$ cat src/dprf_pkg.sv
package dprf_pkg;

  // Address window of the profile bytes and of the two commit/status bytes.
  localparam logic [15:0] DPRF_BASE_ADDR = 16'h06B2;
  localparam int DPRF_NUM_BYTES = 41;
  localparam logic [15:0] DPRF_LAST_ADDR = 16'h06DA;
  localparam logic [15:0] DPRF_CTRL_ADDR = 16'h06FE;
  localparam logic [15:0] DPRF_STATUS_ADDR = 16'h06FF;

  // Printed register offsets, kept for software and for the tests.
  localparam logic [15:0] DPRF_PRIORITY_CTRL_ADDR = 16'h06B2;
  localparam logic [15:0] DPRF_NOMINAL_REF_PERIOD_ADDR = 16'h06B3;
  localparam logic [15:0] DPRF_PERIOD_PAD_ADDR = 16'h06B8;
  localparam logic [15:0] DPRF_INNER_TOL_ADDR = 16'h06BA;
  localparam logic [15:0] DPRF_OUTER_TOL_ADDR = 16'h06BD;
  localparam logic [15:0] DPRF_VALIDATION_TIMER_ADDR = 16'h06C0;
  localparam logic [15:0] DPRF_REDETECT_TIMER_ADDR = 16'h06C2;
  localparam logic [15:0] DPRF_LOOP_FILTER_ADDR = 16'h06C4;
  localparam logic [15:0] DPRF_INPUT_REF_DIV_ADDR = 16'h06D0;
  localparam logic [15:0] DPRF_INTEGER_FB_DIV_ADDR = 16'h06D4;
  localparam logic [15:0] DPRF_FRACTIONAL_FB_DIV_ADDR = 16'h06D8;

  // Bit positions in the commit and status bytes.
  localparam int DPRF_CTRL_COMMIT_BIT = 0;
  localparam int DPRF_STAT_PENDING_BIT = 0;
  localparam int DPRF_STAT_SMIN_BIT = 1;
  localparam int DPRF_STAT_ORDER_BIT = 2;
  localparam int DPRF_STAT_VALID_BIT = 3;

  // Values after reset and limits.
  localparam logic [7:0] DPRF_BYTE_RESET = 8'h00;
  localparam logic [19:0] DPRF_S_MIN = 20'h00007;

  // Writable bits of each profile byte; unused bits store and read as zero.
  function automatic logic [7:0] byte_mask(input logic [5:0] idx);
    logic [7:0] m;
    m = 8'hFF;
    case (idx)
      6'h00: m = 8'hBF;
      6'h06, 6'h07: m = 8'h00;
      6'h0A, 6'h0D: m = 8'h0F;
      6'h17: m = 8'h7F;
      6'h1A: m = 8'h3F;
      6'h21: m = 8'h3F;
      6'h24: m = 8'h0F;
      6'h25: m = 8'h00;
      6'h27: m = 8'hF3;
      6'h28: m = 8'h3F;
      default: m = 8'hFF;
    endcase
    return m;
  endfunction : byte_mask

endpackage : dprf_pkg

$ cat src/dprf_field_if.sv
`timescale 1ns/1ps
// Decoded profile fields passed from the unpacker to the top.
interface dprf_field_if;
  logic scale;
  logic [2:0] promoted;
  logic [2:0] select;
  logic [39:0] period;
  logic [19:0] innerTol;
  logic [19:0] outerTol;
  logic [15:0] valTimer;
  logic [15:0] redetTimer;
  logic [15:0] alpha0;
  logic [5:0] alpha1;
  logic [2:0] alpha2;
  logic [3:0] alpha3;
  logic [16:0] beta0;
  logic [4:0] beta1;
  logic [16:0] gamma0;
  logic [4:0] gamma1;
  logic [14:0] delta0;
  logic [4:0] delta1;
  logic [29:0] rDiv;
  logic [19:0] sDiv;
  logic [9:0] uDiv;
  logic [9:0] vDiv;
  modport src (output scale, promoted, select, period, innerTol, outerTol, valTimer, redetTimer, alpha0, alpha1,
    alpha2, alpha3, beta0, beta1, gamma0, gamma1, delta0, delta1, rDiv, sDiv, uDiv, vDiv);
  modport dst (input scale, promoted, select, period, innerTol, outerTol, valTimer, redetTimer, alpha0, alpha1,
    alpha2, alpha3, beta0, beta1, gamma0, gamma1, delta0, delta1, rDiv, sDiv, uDiv, vDiv);
endinterface : dprf_field_if

$ cat src/dprf_reference_profile_regs.sv
// The address-and-strobe port is this design's own decision.
`timescale 1ns/1ps
// Function
// - Scale bit 7 of priority byte picks threshold unit: 0 ps, 1 ns.
// - Promoted priority bits 5:3 rank the reference while it is in use.
// - Selection priority bits 2:0 rank the reference among all others.
// - Nominal period is 40 bits of femtoseconds, low byte first.
// - Inner tolerance is 20 bits; top nibble in low half of third byte.
// - Outer tolerance is 20 bits laid out like the inner one.
// - Validation timer is 16 bits of milliseconds, low byte first.
// - Redetect timer is 16 bits of milliseconds after the validation timer.
// - Each filter coefficient is a fractional linear part times two to an exponent.
// - Alpha has 16-bit linear, 6-bit, split 3-bit and 4-bit exponents.
// - Beta has 17-bit linear over three bytes and a 5-bit exponent.
// - Gamma has 17-bit linear, bit 16 beside the 5-bit exponent.
// - Delta has 15-bit linear and a 5-bit exponent split over bytes.
// - R and S dividers divide by one more than the programmed value.
// - Fractional divider holds two 10-bit fields packed across three bytes.
// - The profile's phase lock threshold uses the unit chosen by scale.
module dprf_reference_profile_regs (
  input wire logic mclk,
  input wire logic srst,
  input wire logic [15:0] regAddr,
  input wire logic [7:0] regWrData,
  input wire logic regWr,
  input wire logic regRd,
  output logic [7:0] regRdData,
  input wire logic refInUse,
  output logic phaseScaleNs,
  output logic [2:0] effPriority,
  output logic [2:0] promotedPriority,
  output logic [2:0] selectPriority,
  output logic [39:0] refPeriodFs,
  output logic [19:0] innerTol,
  output logic [19:0] outerTol,
  output logic [15:0] validationMs,
  output logic [15:0] redetectMs,
  output logic [15:0] alphaLin,
  output logic [5:0] alphaExp1,
  output logic [2:0] alphaExp2,
  output logic [3:0] alphaExp3,
  output logic [16:0] betaLin,
  output logic [4:0] betaExp,
  output logic [16:0] gammaLin,
  output logic [4:0] gammaExp,
  output logic [14:0] deltaLin,
  output logic [4:0] deltaExp,
  output logic [30:0] rDivRatio,
  output logic [20:0] sDivRatio,
  output logic [9:0] uFrac,
  output logic [9:0] vFrac,
  output logic profileValid
);

  dprf_field_if fields ();

  logic [15:0] addrOffset;
  logic profileHit;
  logic [5:0] byteIdx;
  logic wrProfile;
  logic wrCommit;
  logic rdStatus;
  logic pending;
  logic sBelowMin;
  logic orderFault;
  logic [7:0] statusByte;
  logic [7:0] altByte;
  logic [327:0] image;

  // Address decode; the profile bytes sit in one contiguous window.
  assign addrOffset = regAddr - dprf_pkg::DPRF_BASE_ADDR;
  assign profileHit = (regAddr >= dprf_pkg::DPRF_BASE_ADDR) && (regAddr <= dprf_pkg::DPRF_LAST_ADDR);
  assign byteIdx = addrOffset[5:0];
  assign wrProfile = regWr && profileHit;
  assign wrCommit = regWr && (regAddr == dprf_pkg::DPRF_CTRL_ADDR) && regWrData[dprf_pkg::DPRF_CTRL_COMMIT_BIT];
  assign rdStatus = regAddr == dprf_pkg::DPRF_STATUS_ADDR;

  // Programming checks on the staged values; software is expected to keep them clear.
  assign sBelowMin = fields.sDiv < dprf_pkg::DPRF_S_MIN;
  assign orderFault = fields.promoted > fields.select;

  // Status byte; unmapped addresses and the commit byte read as zero.
  always_comb begin
    statusByte = 8'h00;
    statusByte[dprf_pkg::DPRF_STAT_PENDING_BIT] = pending;
    statusByte[dprf_pkg::DPRF_STAT_SMIN_BIT] = sBelowMin;
    statusByte[dprf_pkg::DPRF_STAT_ORDER_BIT] = orderFault;
    statusByte[dprf_pkg::DPRF_STAT_VALID_BIT] = profileValid;
    altByte = rdStatus ? statusByte : 8'h00;
  end

  // Staging bytes with masked writes and a registered read port.
  dprf_byte_store u_store (
    .mclk(mclk),
    .srst(srst),
    .wrEn(wrProfile),
    .wrIdx(byteIdx),
    .wrData(regWrData),
    .rdEn(regRd),
    .rdHit(profileHit),
    .rdIdx(byteIdx),
    .rdAlt(altByte),
    .rdData(regRdData),
    .image(image)
  );

  // Byte image to named fields.
  dprf_field_unpack u_unpack (
    .image(image),
    .f(fields)
  );

  // Pending marks staged edits not yet committed; a write in the commit cycle keeps it set.
  always_ff @(posedge mclk) begin
    if (srst) begin
      pending <= 1'b0;
    end else if (wrProfile) begin
      pending <= 1'b1;
    end else if (wrCommit) begin
      pending <= 1'b0;
    end
  end

  // Profile counts as valid once any commit has happened.
  always_ff @(posedge mclk) begin
    if (srst) begin
      profileValid <= 1'b0;
    end else if (wrCommit) begin
      profileValid <= 1'b1;
    end
  end

  // Priorities and scale move to the loop together at commit.
  always_ff @(posedge mclk) begin
    if (srst) begin
      phaseScaleNs <= 1'b0;
      promotedPriority <= 3'h0;
      selectPriority <= 3'h0;
    end else if (wrCommit) begin
      phaseScaleNs <= fields.scale;
      promotedPriority <= fields.promoted;
      selectPriority <= fields.select;
    end
  end

  // Rank in force: promoted while this reference is the one in use.
  always_ff @(posedge mclk) begin
    if (srst) begin
      effPriority <= 3'h0;
    end else begin
      effPriority <= refInUse ? promotedPriority : selectPriority;
    end
  end

  // Period, tolerances and timers, applied whole so no half-written word reaches the loop.
  always_ff @(posedge mclk) begin
    if (srst) begin
      refPeriodFs <= 40'h0000000000;
      innerTol <= 20'h00000;
      outerTol <= 20'h00000;
      validationMs <= 16'h0000;
      redetectMs <= 16'h0000;
    end else if (wrCommit) begin
      refPeriodFs <= fields.period;
      innerTol <= fields.innerTol;
      outerTol <= fields.outerTol;
      validationMs <= fields.valTimer;
      redetectMs <= fields.redetTimer;
    end
  end

  // Loop filter parts; the loop forms linear times two to the exponent from these.
  always_ff @(posedge mclk) begin
    if (srst) begin
      alphaLin <= 16'h0000;
      alphaExp1 <= 6'h00;
      alphaExp2 <= 3'h0;
      alphaExp3 <= 4'h0;
      betaLin <= 17'h00000;
      betaExp <= 5'h00;
      gammaLin <= 17'h00000;
      gammaExp <= 5'h00;
      deltaLin <= 15'h0000;
      deltaExp <= 5'h00;
    end else if (wrCommit) begin
      alphaLin <= fields.alpha0;
      alphaExp1 <= fields.alpha1;
      alphaExp2 <= fields.alpha2;
      alphaExp3 <= fields.alpha3;
      betaLin <= fields.beta0;
      betaExp <= fields.beta1;
      gammaLin <= fields.gamma0;
      gammaExp <= fields.gamma1;
      deltaLin <= fields.delta0;
      deltaExp <= fields.delta1;
    end
  end

  // R and S dividers leave as actual ratios, one wider so the largest value does not wrap; U and V pass as staged.
  always_ff @(posedge mclk) begin
    if (srst) begin
      rDivRatio <= 31'h00000000;
      sDivRatio <= 21'h000000;
      uFrac <= 10'h000;
      vFrac <= 10'h000;
    end else if (wrCommit) begin
      rDivRatio <= {1'b0, fields.rDiv} + 31'h00000001;
      sDivRatio <= {1'b0, fields.sDiv} + 21'h000001;
      uFrac <= fields.uDiv;
      vFrac <= fields.vDiv;
    end
  end

  // Checks on the applied state.
  scale_commit_a: assert property (@(posedge mclk) disable iff (srst)
    wrCommit |=> phaseScaleNs == $past(fields.scale))
    else $error("scale bit not applied at commit");

  eff_priority_a: assert property (@(posedge mclk) disable iff (srst)
    refInUse ##1 refInUse |-> effPriority == $past(promotedPriority))
    else $error("promoted priority not in force while reference in use");

  select_priority_a: assert property (@(posedge mclk) disable iff (srst)
    !refInUse |=> effPriority == $past(selectPriority))
    else $error("selection priority not in force while idle");

  period_whole_a: assert property (@(posedge mclk) disable iff (srst)
    wrCommit |=> refPeriodFs == {$past(image[47:40]), $past(image[39:8])})
    else $error("reference period byte order wrong");

  inner_tol_a: assert property (@(posedge mclk) disable iff (srst)
    wrCommit |=> innerTol == {$past(image[83:80]), $past(image[79:64])})
    else $error("inner tolerance packing wrong");

  r_ratio_a: assert property (@(posedge mclk) disable iff (srst)
    wrCommit |=> rDivRatio == {1'b0, $past(fields.rDiv)} + 31'h00000001)
    else $error("input divider ratio is not value plus one");

  s_ratio_a: assert property (@(posedge mclk) disable iff (srst)
    wrCommit |=> sDivRatio == {1'b0, $past(fields.sDiv)} + 21'h000001)
    else $error("feedback divider ratio is not value plus one");

  hold_applied_a: assert property (@(posedge mclk) disable iff (srst)
    !wrCommit |=> $stable(rDivRatio) && $stable(refPeriodFs) && $stable(betaLin))
    else $error("applied field changed without commit");

  pending_set_a: assert property (@(posedge mclk) disable iff (srst)
    wrProfile |=> pending ##1 (pending || $past(wrCommit)))
    else $error("pending flag lost after profile write");

  status_read_a: assert property (@(posedge mclk) disable iff (srst)
    regRd && rdStatus |=> regRdData[dprf_pkg::DPRF_STAT_SMIN_BIT] == $past(sBelowMin))
    else $error("divider minimum flag misreported");

  // The packing checks below rebuild each field from raw image bits, not from the unpacker.
  priority_fields_a: assert property (@(posedge mclk) disable iff (srst)
    wrCommit |=> promotedPriority == $past(image[5:3]) && selectPriority == $past(image[2:0]))
    else $error("priority fields not applied at commit");

  // Outer tolerance mirrors the inner layout three bytes higher.
  outer_tol_a: assert property (@(posedge mclk) disable iff (srst)
    wrCommit |=> outerTol == {$past(image[107:104]), $past(image[103:88])})
    else $error("outer tolerance packing wrong");

  // Both timers are plain words, low byte first.
  val_timer_a: assert property (@(posedge mclk) disable iff (srst)
    wrCommit |=> validationMs == $past(image[127:112]))
    else $error("validation timer byte order wrong");

  // A swapped pair of timer bytes would only show with unequal bytes, which the tests write.
  redetect_timer_a: assert property (@(posedge mclk) disable iff (srst)
    wrCommit |=> redetectMs == $past(image[143:128]))
    else $error("redetect timer byte order wrong");

  // Alpha's second exponent straddles two bytes, so a slip by one bit shows here first.
  alpha_parts_a: assert property (@(posedge mclk) disable iff (srst)
    wrCommit |=> alphaLin == $past(image[159:144]) && alphaExp1 == $past(image[165:160])
      && alphaExp2 == $past(image[168:166]) && alphaExp3 == $past(image[239:236]))
    else $error("alpha coefficient parts misplaced");

  // Beta and delta parts stay contiguous in the image although they cross byte borders.
  beta_parts_a: assert property (@(posedge mclk) disable iff (srst)
    wrCommit |=> betaLin == $past(image[185:169]) && betaExp == $past(image[190:186]))
    else $error("beta coefficient parts misplaced");

  // Gamma keeps its top linear bit just below its exponent in the shared byte.
  gamma_parts_a: assert property (@(posedge mclk) disable iff (srst)
    wrCommit |=> gammaLin == $past(image[208:192]) && gammaExp == $past(image[213:209]))
    else $error("gamma coefficient parts misplaced");

  // Delta's exponent starts in the top bit of one byte and ends in the next.
  delta_parts_a: assert property (@(posedge mclk) disable iff (srst)
    wrCommit |=> deltaLin == $past(image[230:216]) && deltaExp == $past(image[235:231]))
    else $error("delta coefficient parts misplaced");

  // The two fractional fields share the middle byte; each must take only its own bits.
  frac_parts_a: assert property (@(posedge mclk) disable iff (srst)
    wrCommit |=> vFrac == $past(image[313:304]) && uFrac == $past(image[325:316]))
    else $error("fractional divider fields misplaced");

  // Filter and tolerance outputs must hold between commits too, or a half-written word leaks.
  hold_filter_a: assert property (@(posedge mclk) disable iff (srst)
    !wrCommit |=> $stable(innerTol) && $stable(alphaLin) && $stable(deltaExp)
      && $stable(uFrac) && $stable(promotedPriority))
    else $error("applied filter or tolerance changed without commit");

  // Commit clears the pending flag; a profile write cannot share its cycle.
  pending_clear_a: assert property (@(posedge mclk) disable iff (srst)
    wrCommit |=> !pending)
    else $error("pending flag not cleared by commit");

  // Valid is sticky from the first commit until the next reset.
  valid_commit_a: assert property (@(posedge mclk) disable iff (srst)
    wrCommit |=> profileValid)
    else $error("profile not marked valid after commit");

  // The order and low-S flags are recomputed from the staged image rather than from the flag logic.
  order_flag_a: assert property (@(posedge mclk) disable iff (srst)
    regRd && rdStatus |=> regRdData[dprf_pkg::DPRF_STAT_ORDER_BIT] == ($past(image[5:3]) > $past(image[2:0])))
    else $error("priority order flag misreported");

  // A low S is only flagged, never corrected, so software must read the flag itself.
  smin_flag_a: assert property (@(posedge mclk) disable iff (srst)
    regRd && rdStatus |=> regRdData[dprf_pkg::DPRF_STAT_SMIN_BIT]
      == ({$past(image[291:288]), $past(image[287:272])} < dprf_pkg::DPRF_S_MIN))
    else $error("divider minimum flag disagrees with staged value");

  // The valid bit in the status byte tracks the applied state, not the staged one.
  valid_flag_a: assert property (@(posedge mclk) disable iff (srst)
    regRd && rdStatus |=> regRdData[dprf_pkg::DPRF_STAT_VALID_BIT] == $past(profileValid))
    else $error("valid flag misreported in status");

  // The priority byte's unused bit, the pad bytes and the high nibbles of both tolerance third bytes must never store a one, whatever software writes.
  pad_unused_a: assert property (@(posedge mclk) disable iff (srst)
    image[6] == 1'b0 && image[63:48] == 16'h0000 && image[87:84] == 4'h0 && image[111:108] == 4'h0)
    else $error("unused profile bit holds a one");

  // Main scenarios: a full commit, a switch, a status poll, a scale change and a late reset.
  commit_c: cover property (@(posedge mclk) disable iff (srst) wrProfile ##[1:20] wrCommit);
  switch_c: cover property (@(posedge mclk) disable iff (srst) profileValid && $rose(refInUse));
  status_c: cover property (@(posedge mclk) disable iff (srst) regRd && rdStatus && pending);
  scale_ns_c: cover property (@(posedge mclk) disable iff (srst) wrCommit ##1 phaseScaleNs);
  reset_mid_c: cover property (@(posedge mclk) profileValid ##1 srst);

endmodule : dprf_reference_profile_regs

$ cat src/dprf_byte_store.sv
`timescale 1ns/1ps
module dprf_byte_store (
  input wire logic mclk,
  input wire logic srst,
  input wire logic wrEn,
  input wire logic [5:0] wrIdx,
  input wire logic [7:0] wrData,
  input wire logic rdEn,
  input wire logic rdHit,
  input wire logic [5:0] rdIdx,
  input wire logic [7:0] rdAlt,
  output logic [7:0] rdData,
  output logic [327:0] image
);

  logic [7:0] mem [0:dprf_pkg::DPRF_NUM_BYTES-1];

  // Byte writes are masked so unused bits never hold a one.
  always_ff @(posedge mclk) begin
    if (srst) begin
      for (int i = 0; i < dprf_pkg::DPRF_NUM_BYTES; i++) begin
        mem[i] <= dprf_pkg::DPRF_BYTE_RESET;
      end
    end else if (wrEn) begin
      mem[wrIdx] <= wrData & dprf_pkg::byte_mask(wrIdx);
    end
  end

  // Registered read port; the top's own bytes enter through rdAlt.
  always_ff @(posedge mclk) begin
    if (srst) begin
      rdData <= 8'h00;
    end else if (rdEn) begin
      rdData <= rdHit ? mem[rdIdx] : rdAlt;
    end else begin
      rdData <= 8'h00;
    end
  end

  // Whole staging image for the field unpacker.
  for (genvar g = 0; g < dprf_pkg::DPRF_NUM_BYTES; g++) begin : g_img
    assign image[8*g +: 8] = mem[g];
  end

endmodule : dprf_byte_store

$ cat src/dprf_field_unpack.sv
`timescale 1ns/1ps
module dprf_field_unpack (
  input wire logic [327:0] image,
  dprf_field_if.src f
);

  logic [7:0] b [0:40];

  for (genvar g = 0; g < 41; g++) begin : g_b
    assign b[g] = image[8*g +: 8];
  end

  // Priority byte and period, low byte at the lowest address.
  assign f.scale = b[0][7];
  assign f.promoted = b[0][5:3];
  assign f.select = b[0][2:0];
  assign f.period = {b[5], b[4], b[3], b[2], b[1]};
  // Tolerances carry their top nibble in the low half of the third byte.
  assign f.innerTol = {b[10][3:0], b[9], b[8]};
  assign f.outerTol = {b[13][3:0], b[12], b[11]};
  assign f.valTimer = {b[15], b[14]};
  assign f.redetTimer = {b[17], b[16]};
  // Loop filter parts are spread across byte borders.
  assign f.alpha0 = {b[19], b[18]};
  assign f.alpha1 = b[20][5:0];
  assign f.alpha2 = {b[21][0], b[20][7:6]};
  assign f.beta0 = {b[23][1:0], b[22], b[21][7:1]};
  assign f.beta1 = b[23][6:2];
  assign f.gamma0 = {b[26][0], b[25], b[24]};
  assign f.gamma1 = b[26][5:1];
  assign f.delta0 = {b[28][6:0], b[27]};
  assign f.delta1 = {b[29][3:0], b[28][7]};
  assign f.alpha3 = b[29][7:4];
  // Dividers.
  assign f.rDiv = {b[33][5:0], b[32], b[31], b[30]};
  assign f.sDiv = {b[36][3:0], b[35], b[34]};
  assign f.vDiv = {b[39][1:0], b[38]};
  assign f.uDiv = {b[40][5:0], b[39][7:4]};

endmodule : dprf_field_unpack

$ cat config.mk
export PLATFORM = sky130hd
export DESIGN_NAME = dprf_reference_profile_regs
export DESIGN_NICKNAME = d
export VERILOG_FILES = /design/src/dprf_pkg.sv /design/src/dprf_field_if.sv /design/src/dprf_reference_profile_regs.sv /design/src/dprf_byte_store.sv /design/src/dprf_field_unpack.sv
export SDC_FILE = /design/constraint.sdc
export NUM_CORES = 1
export LEC_CHECK = 0
export BUFFER_PORTS_ARGS = -buffer_cell sky130_fd_sc_hd__buf_2
export CAP_MARGIN = 30
export CORE_MARGIN = 2
export CORE_UTILIZATION = 50
export CTS_BUF_LIST = sky130_fd_sc_hd__clkbuf_4
export DETAILED_ROUTE_END_ITERATION = 12
export PLACE_DENSITY = 0.69
export SLEW_MARGIN = 40
export SYNTH_ARGS = -nofsm -noshare
export SYNTH_HDL_FRONTEND = slang
export SYNTH_HIERARCHICAL = 1
export SYNTH_SLANG_ARGS = --single-unit
$ cat constraint.sdc
create_clock -name mclk -period 4.4 [get_ports mclk]
set_input_delay 0.22 -clock mclk [delete_from_list [all_inputs] [get_ports mclk]]
set_output_delay 0.22 -clock mclk [all_outputs]
set_load 0.01 [all_outputs]
==> metrics.md <==
| Metric | Value |
|---|---|
| First-pass GRT wire length | 146.6 mm |
| Syn Area/Cell | ~12 um2 |
| Peak Freq | between 300 and 400 MHz |
| Largest family of logic cells by synthesized area | simple AND/OR/NAND/NOR gates |
| DRC | 0 |
| CTS resizes | 0 |
| DR vias/cell | 5.681 |
| Dpl ws | roughly 0.85 ns |
| Setup TNS | 0 ns |
| Latest clock arrival within the worst-skew pair | around 1.0 ns |
| P&R area growth vs syn | 9.173% |
| Slowest CP cell | nor3_2 |
| Fin crit period | roughly 3 ns |
| Fin nets | ~3.3k |
| Post-synth EDFFs | between 500 and 600 |
| CTS Root Cell | clkbuf_4 |
| H-Tree Depth | 4 |
| Quantity of I/O buffers inserted on ports | approximately 320 |
| Die Wd | approximately 270 um |
| DR iter-0 viols | 2986 |
| Mapped Area | approximately 36000 um2 |
| Synthesized instance count | ~3.1k |
| Vias in the first global route | 24.08k |
| Final hold violations | 0 |
| Most frequent cells in the layout | nand2_1 (548), edfxtp_1 (512), buf_2 (322), nor2_1 (299), dfxtp_1 (297) |
| Drt pass-1 iters | 6 |
| WL per Instance | approximately 23 um |
| FP Rows | just under 100 |
| Post-route setup slack | about 1.4 ns |
| Status | finished, final reports clean |
| Primary FF master, synth | edfxtp_1 |
| Clk buf depth | 3 |
| Data required, critical path | about 5.1 ns |
| CP top delay family | simple AND/OR/NAND/NOR gates |
| RSZ-0062 raised after global routing | false |
| Buffer count from post-CTS setup fixing | 0 |
| Layout cells sized above 1 | approximately a quarter |
| Crit path buf inv count | 2 |
| Ports | ~330 |
| Initial antenna violation count | 3 |
| Clock buffer count from CTS | 197 |
| Initial Util | about 51% |
| Area of the core | slightly above 70000 um2 |
| Synth Area in XOR/XNOR | under 10% |
| Synth area leader | edfxtp_1 |
| Max Fanout on Critical Path | 9 |
| Leak pwr | about 14 nW |
| Synth Area in Adders | less than 1% |
| Routed wire length | 98.98 mm |
| Final setup fails | 0 |
| Total GRT Usage | around a quarter |
| Critical path class | in -> reg |
| Max transition margin | between 30% and 40% |
| Area contributors post-synth | edfxtp_1 (43%), dfxtp_1 (17%), buf_4 (6.1%), nand2_1 (5.8%), mux4_2 (4.3%) |
| Vias | 24.76k |
| Clock Skews | between 0.05 and 0.06 ns |
| Routability cong. | just over 0.9 |
| CTS clk-pin slew, worst paths | 0.06 ns |
| Die area | around 74000 um2 |
| Synth cell types | 71 |
| CP Capture Type | flop |
| Die Ht | 271.2 um |
| Worst IR Drop VDD | between 0.00015 and 0.0002 V |
| Worst-Margin Slew | about 0.9 ns |
| CP Cell Sequence | dlygate4sd3_1 > buf_2 > nand4_1 > nor4b_1 > a21oi_1 > nor2_1 > nand3b_1 > nor3_2 > nand2_1 > nand2b_1 |
| Crit-path max cell delay | about 0.67 ns |
| Hold WC Path Type | in -> reg |
| Asr flop ratio synth | 0% |
| Synth Area in Compound Gates | between 6 and 7% |
| Mux contribution to synthesized area | ~8.6% |
| Fin crit share | approximately two thirds |
| CP arrival | between 3 and 4 ns |
| Gr ovfl total | 0 |
| Post-DRT Antenna Nets | 0 |
| Cell Pwr Density | about 400 nW/um2 |
| Share of the synthesized area in the top cell type | 43.06% |
| Part of the Yosys area used for sequential elements | approximately 60% |
| Max-cap violations | 0 |
| CP Launch Type | input port |
| Syn. warnings | 6 |
| Slew Limit Fails | 0 |
| Post-Synth Simple-Gate Area | 14.03% |
| Post-DP HPWL | between 60 and 70 mm |
| CTS tree | built |
| Seq cells post-synth | 809 |
| Most common cell after layout, fill and taps aside | nand2_1 |
| Largest net degree at the start of global routing | around 190 |
| Clock net sink count | 809 |
cells by family (layout without fill, tap and decap cells):
kind of cell | Yosys count | in the layout
compound gates | 418 | 418
other cells | 2 | 51
buf+inv | 505 | 804
fa+ha+maj | 7 | 7
xor+xnor | 49 | 49
flops | 809 | 809
simple gates | 1125 | 1125
mux | 155 | 155
worst reg2reg max path, delay by kind of cell, from the launching register on:
family,cells,cell delay [ns]
AO/OA/AOI/OAI,1,0.25
XOR/XNOR,1,0.15
flip-flops,1,0.50
AND/OR/NAND/NOR,3,1.35
metrics by stage:
step	area, um2	utilization [%]	cells	power [mW]	hold slack (ns)
floorplan	35890	-	3118	9.382	0.3715
global placement	36140	51.34	3970	9.613	0.4421
detailed placement	36160	51.37	3971	9.636	0.4431
CTS	38910	55.28	4356	15.79	0.02687
global route	38980	55.38	4358	16.26	0.1237
finish	38980	55.38	4358	15.69	0.1619
metal layers:
| metal | track usage [%] | vias to the layer above | share of wire (%) |
|---|---|---|---|
| met5 | 0 | - | 0.018 |
| met4 | 10.61 | 2 | 3.5 |
| met3 | 7.165 | 231 | 10 |
| met2 | 42.80 | 1355 | 48 |
| met1 | 33.90 | 12130 | 38 |
| li1 | - | 11040 | - |
final cells by class:
cell class / count / area (um2)
Inverter: 25 / 98.84
Multi-Input combinational cell: 1804 / 11380
Clock inverter: 89 / 474.2
Antenna cell: 1 / 2.502
Timing Repair Buffer: 413 / 2454
Clock buffer: 277 / 2079
Fill cell: 5908 / 31410
Tap cell: 940 / 1176
Sequential cell: 809 / 21320
state kept, by name (all words and copies together) (netlist names), 15 cells and up:
name and cells:
outerTol 20, alphaLin 16, rDivRatio 31, refPeriodFs 40, deltaLin 15, u_store/mem 512, betaLin 17, sDivRatio 21
gammaLin 17, validationMs 16, innerTol 20, redetectMs 16
Yosys cell counts, types with 17 or more instances:
library cell and instances:
o22ai_1 17, xnor2_1 35, dfxtp_1 297, inv_1 23
nor2_1 309, o21ai_0 18, clkbuf_1 94, nor3b_1 74
a21oi_1 259, nand3_1 33, mux4_2 68, nand2_1 548
nand2b_1 44, a22oi_1 29, buf_4 291, mux2_2 32
nor3_1 26, edfxtp_1 512, buf_2 71, nor2b_1 29
a211oi_1 62, mux4_1 39
worst paths after layout:
check	startpoint	end	slack [ns]	cells past startpoint
worst min-delay path	regAddr[8]	u_store/rdData[7]	0.16	7
worst min register to register	outerTol[5]	outerTol[5]	0.45	2
worst max register to register	u_store/mem[31][2]	rDivRatio[20]	2.05	5
worst max-delay path	regAddr[7]	u_store/mem[28][7]	1.41	10
power by group:
group          internal, mW  switching (mW)
Sequential             8.24           0.158
Combinational         0.399           0.722
Clock                  3.16            3.00
timing repair:
| action | in CTS | in global routing |
|---|---|---|
| hold endpoints to repair | 347 | 0 |
| hold buffers | 19 | 0 |
| setup endpoints to repair | 0 | 0 |
Note: power is estimated with default switching activity, not from simulation.
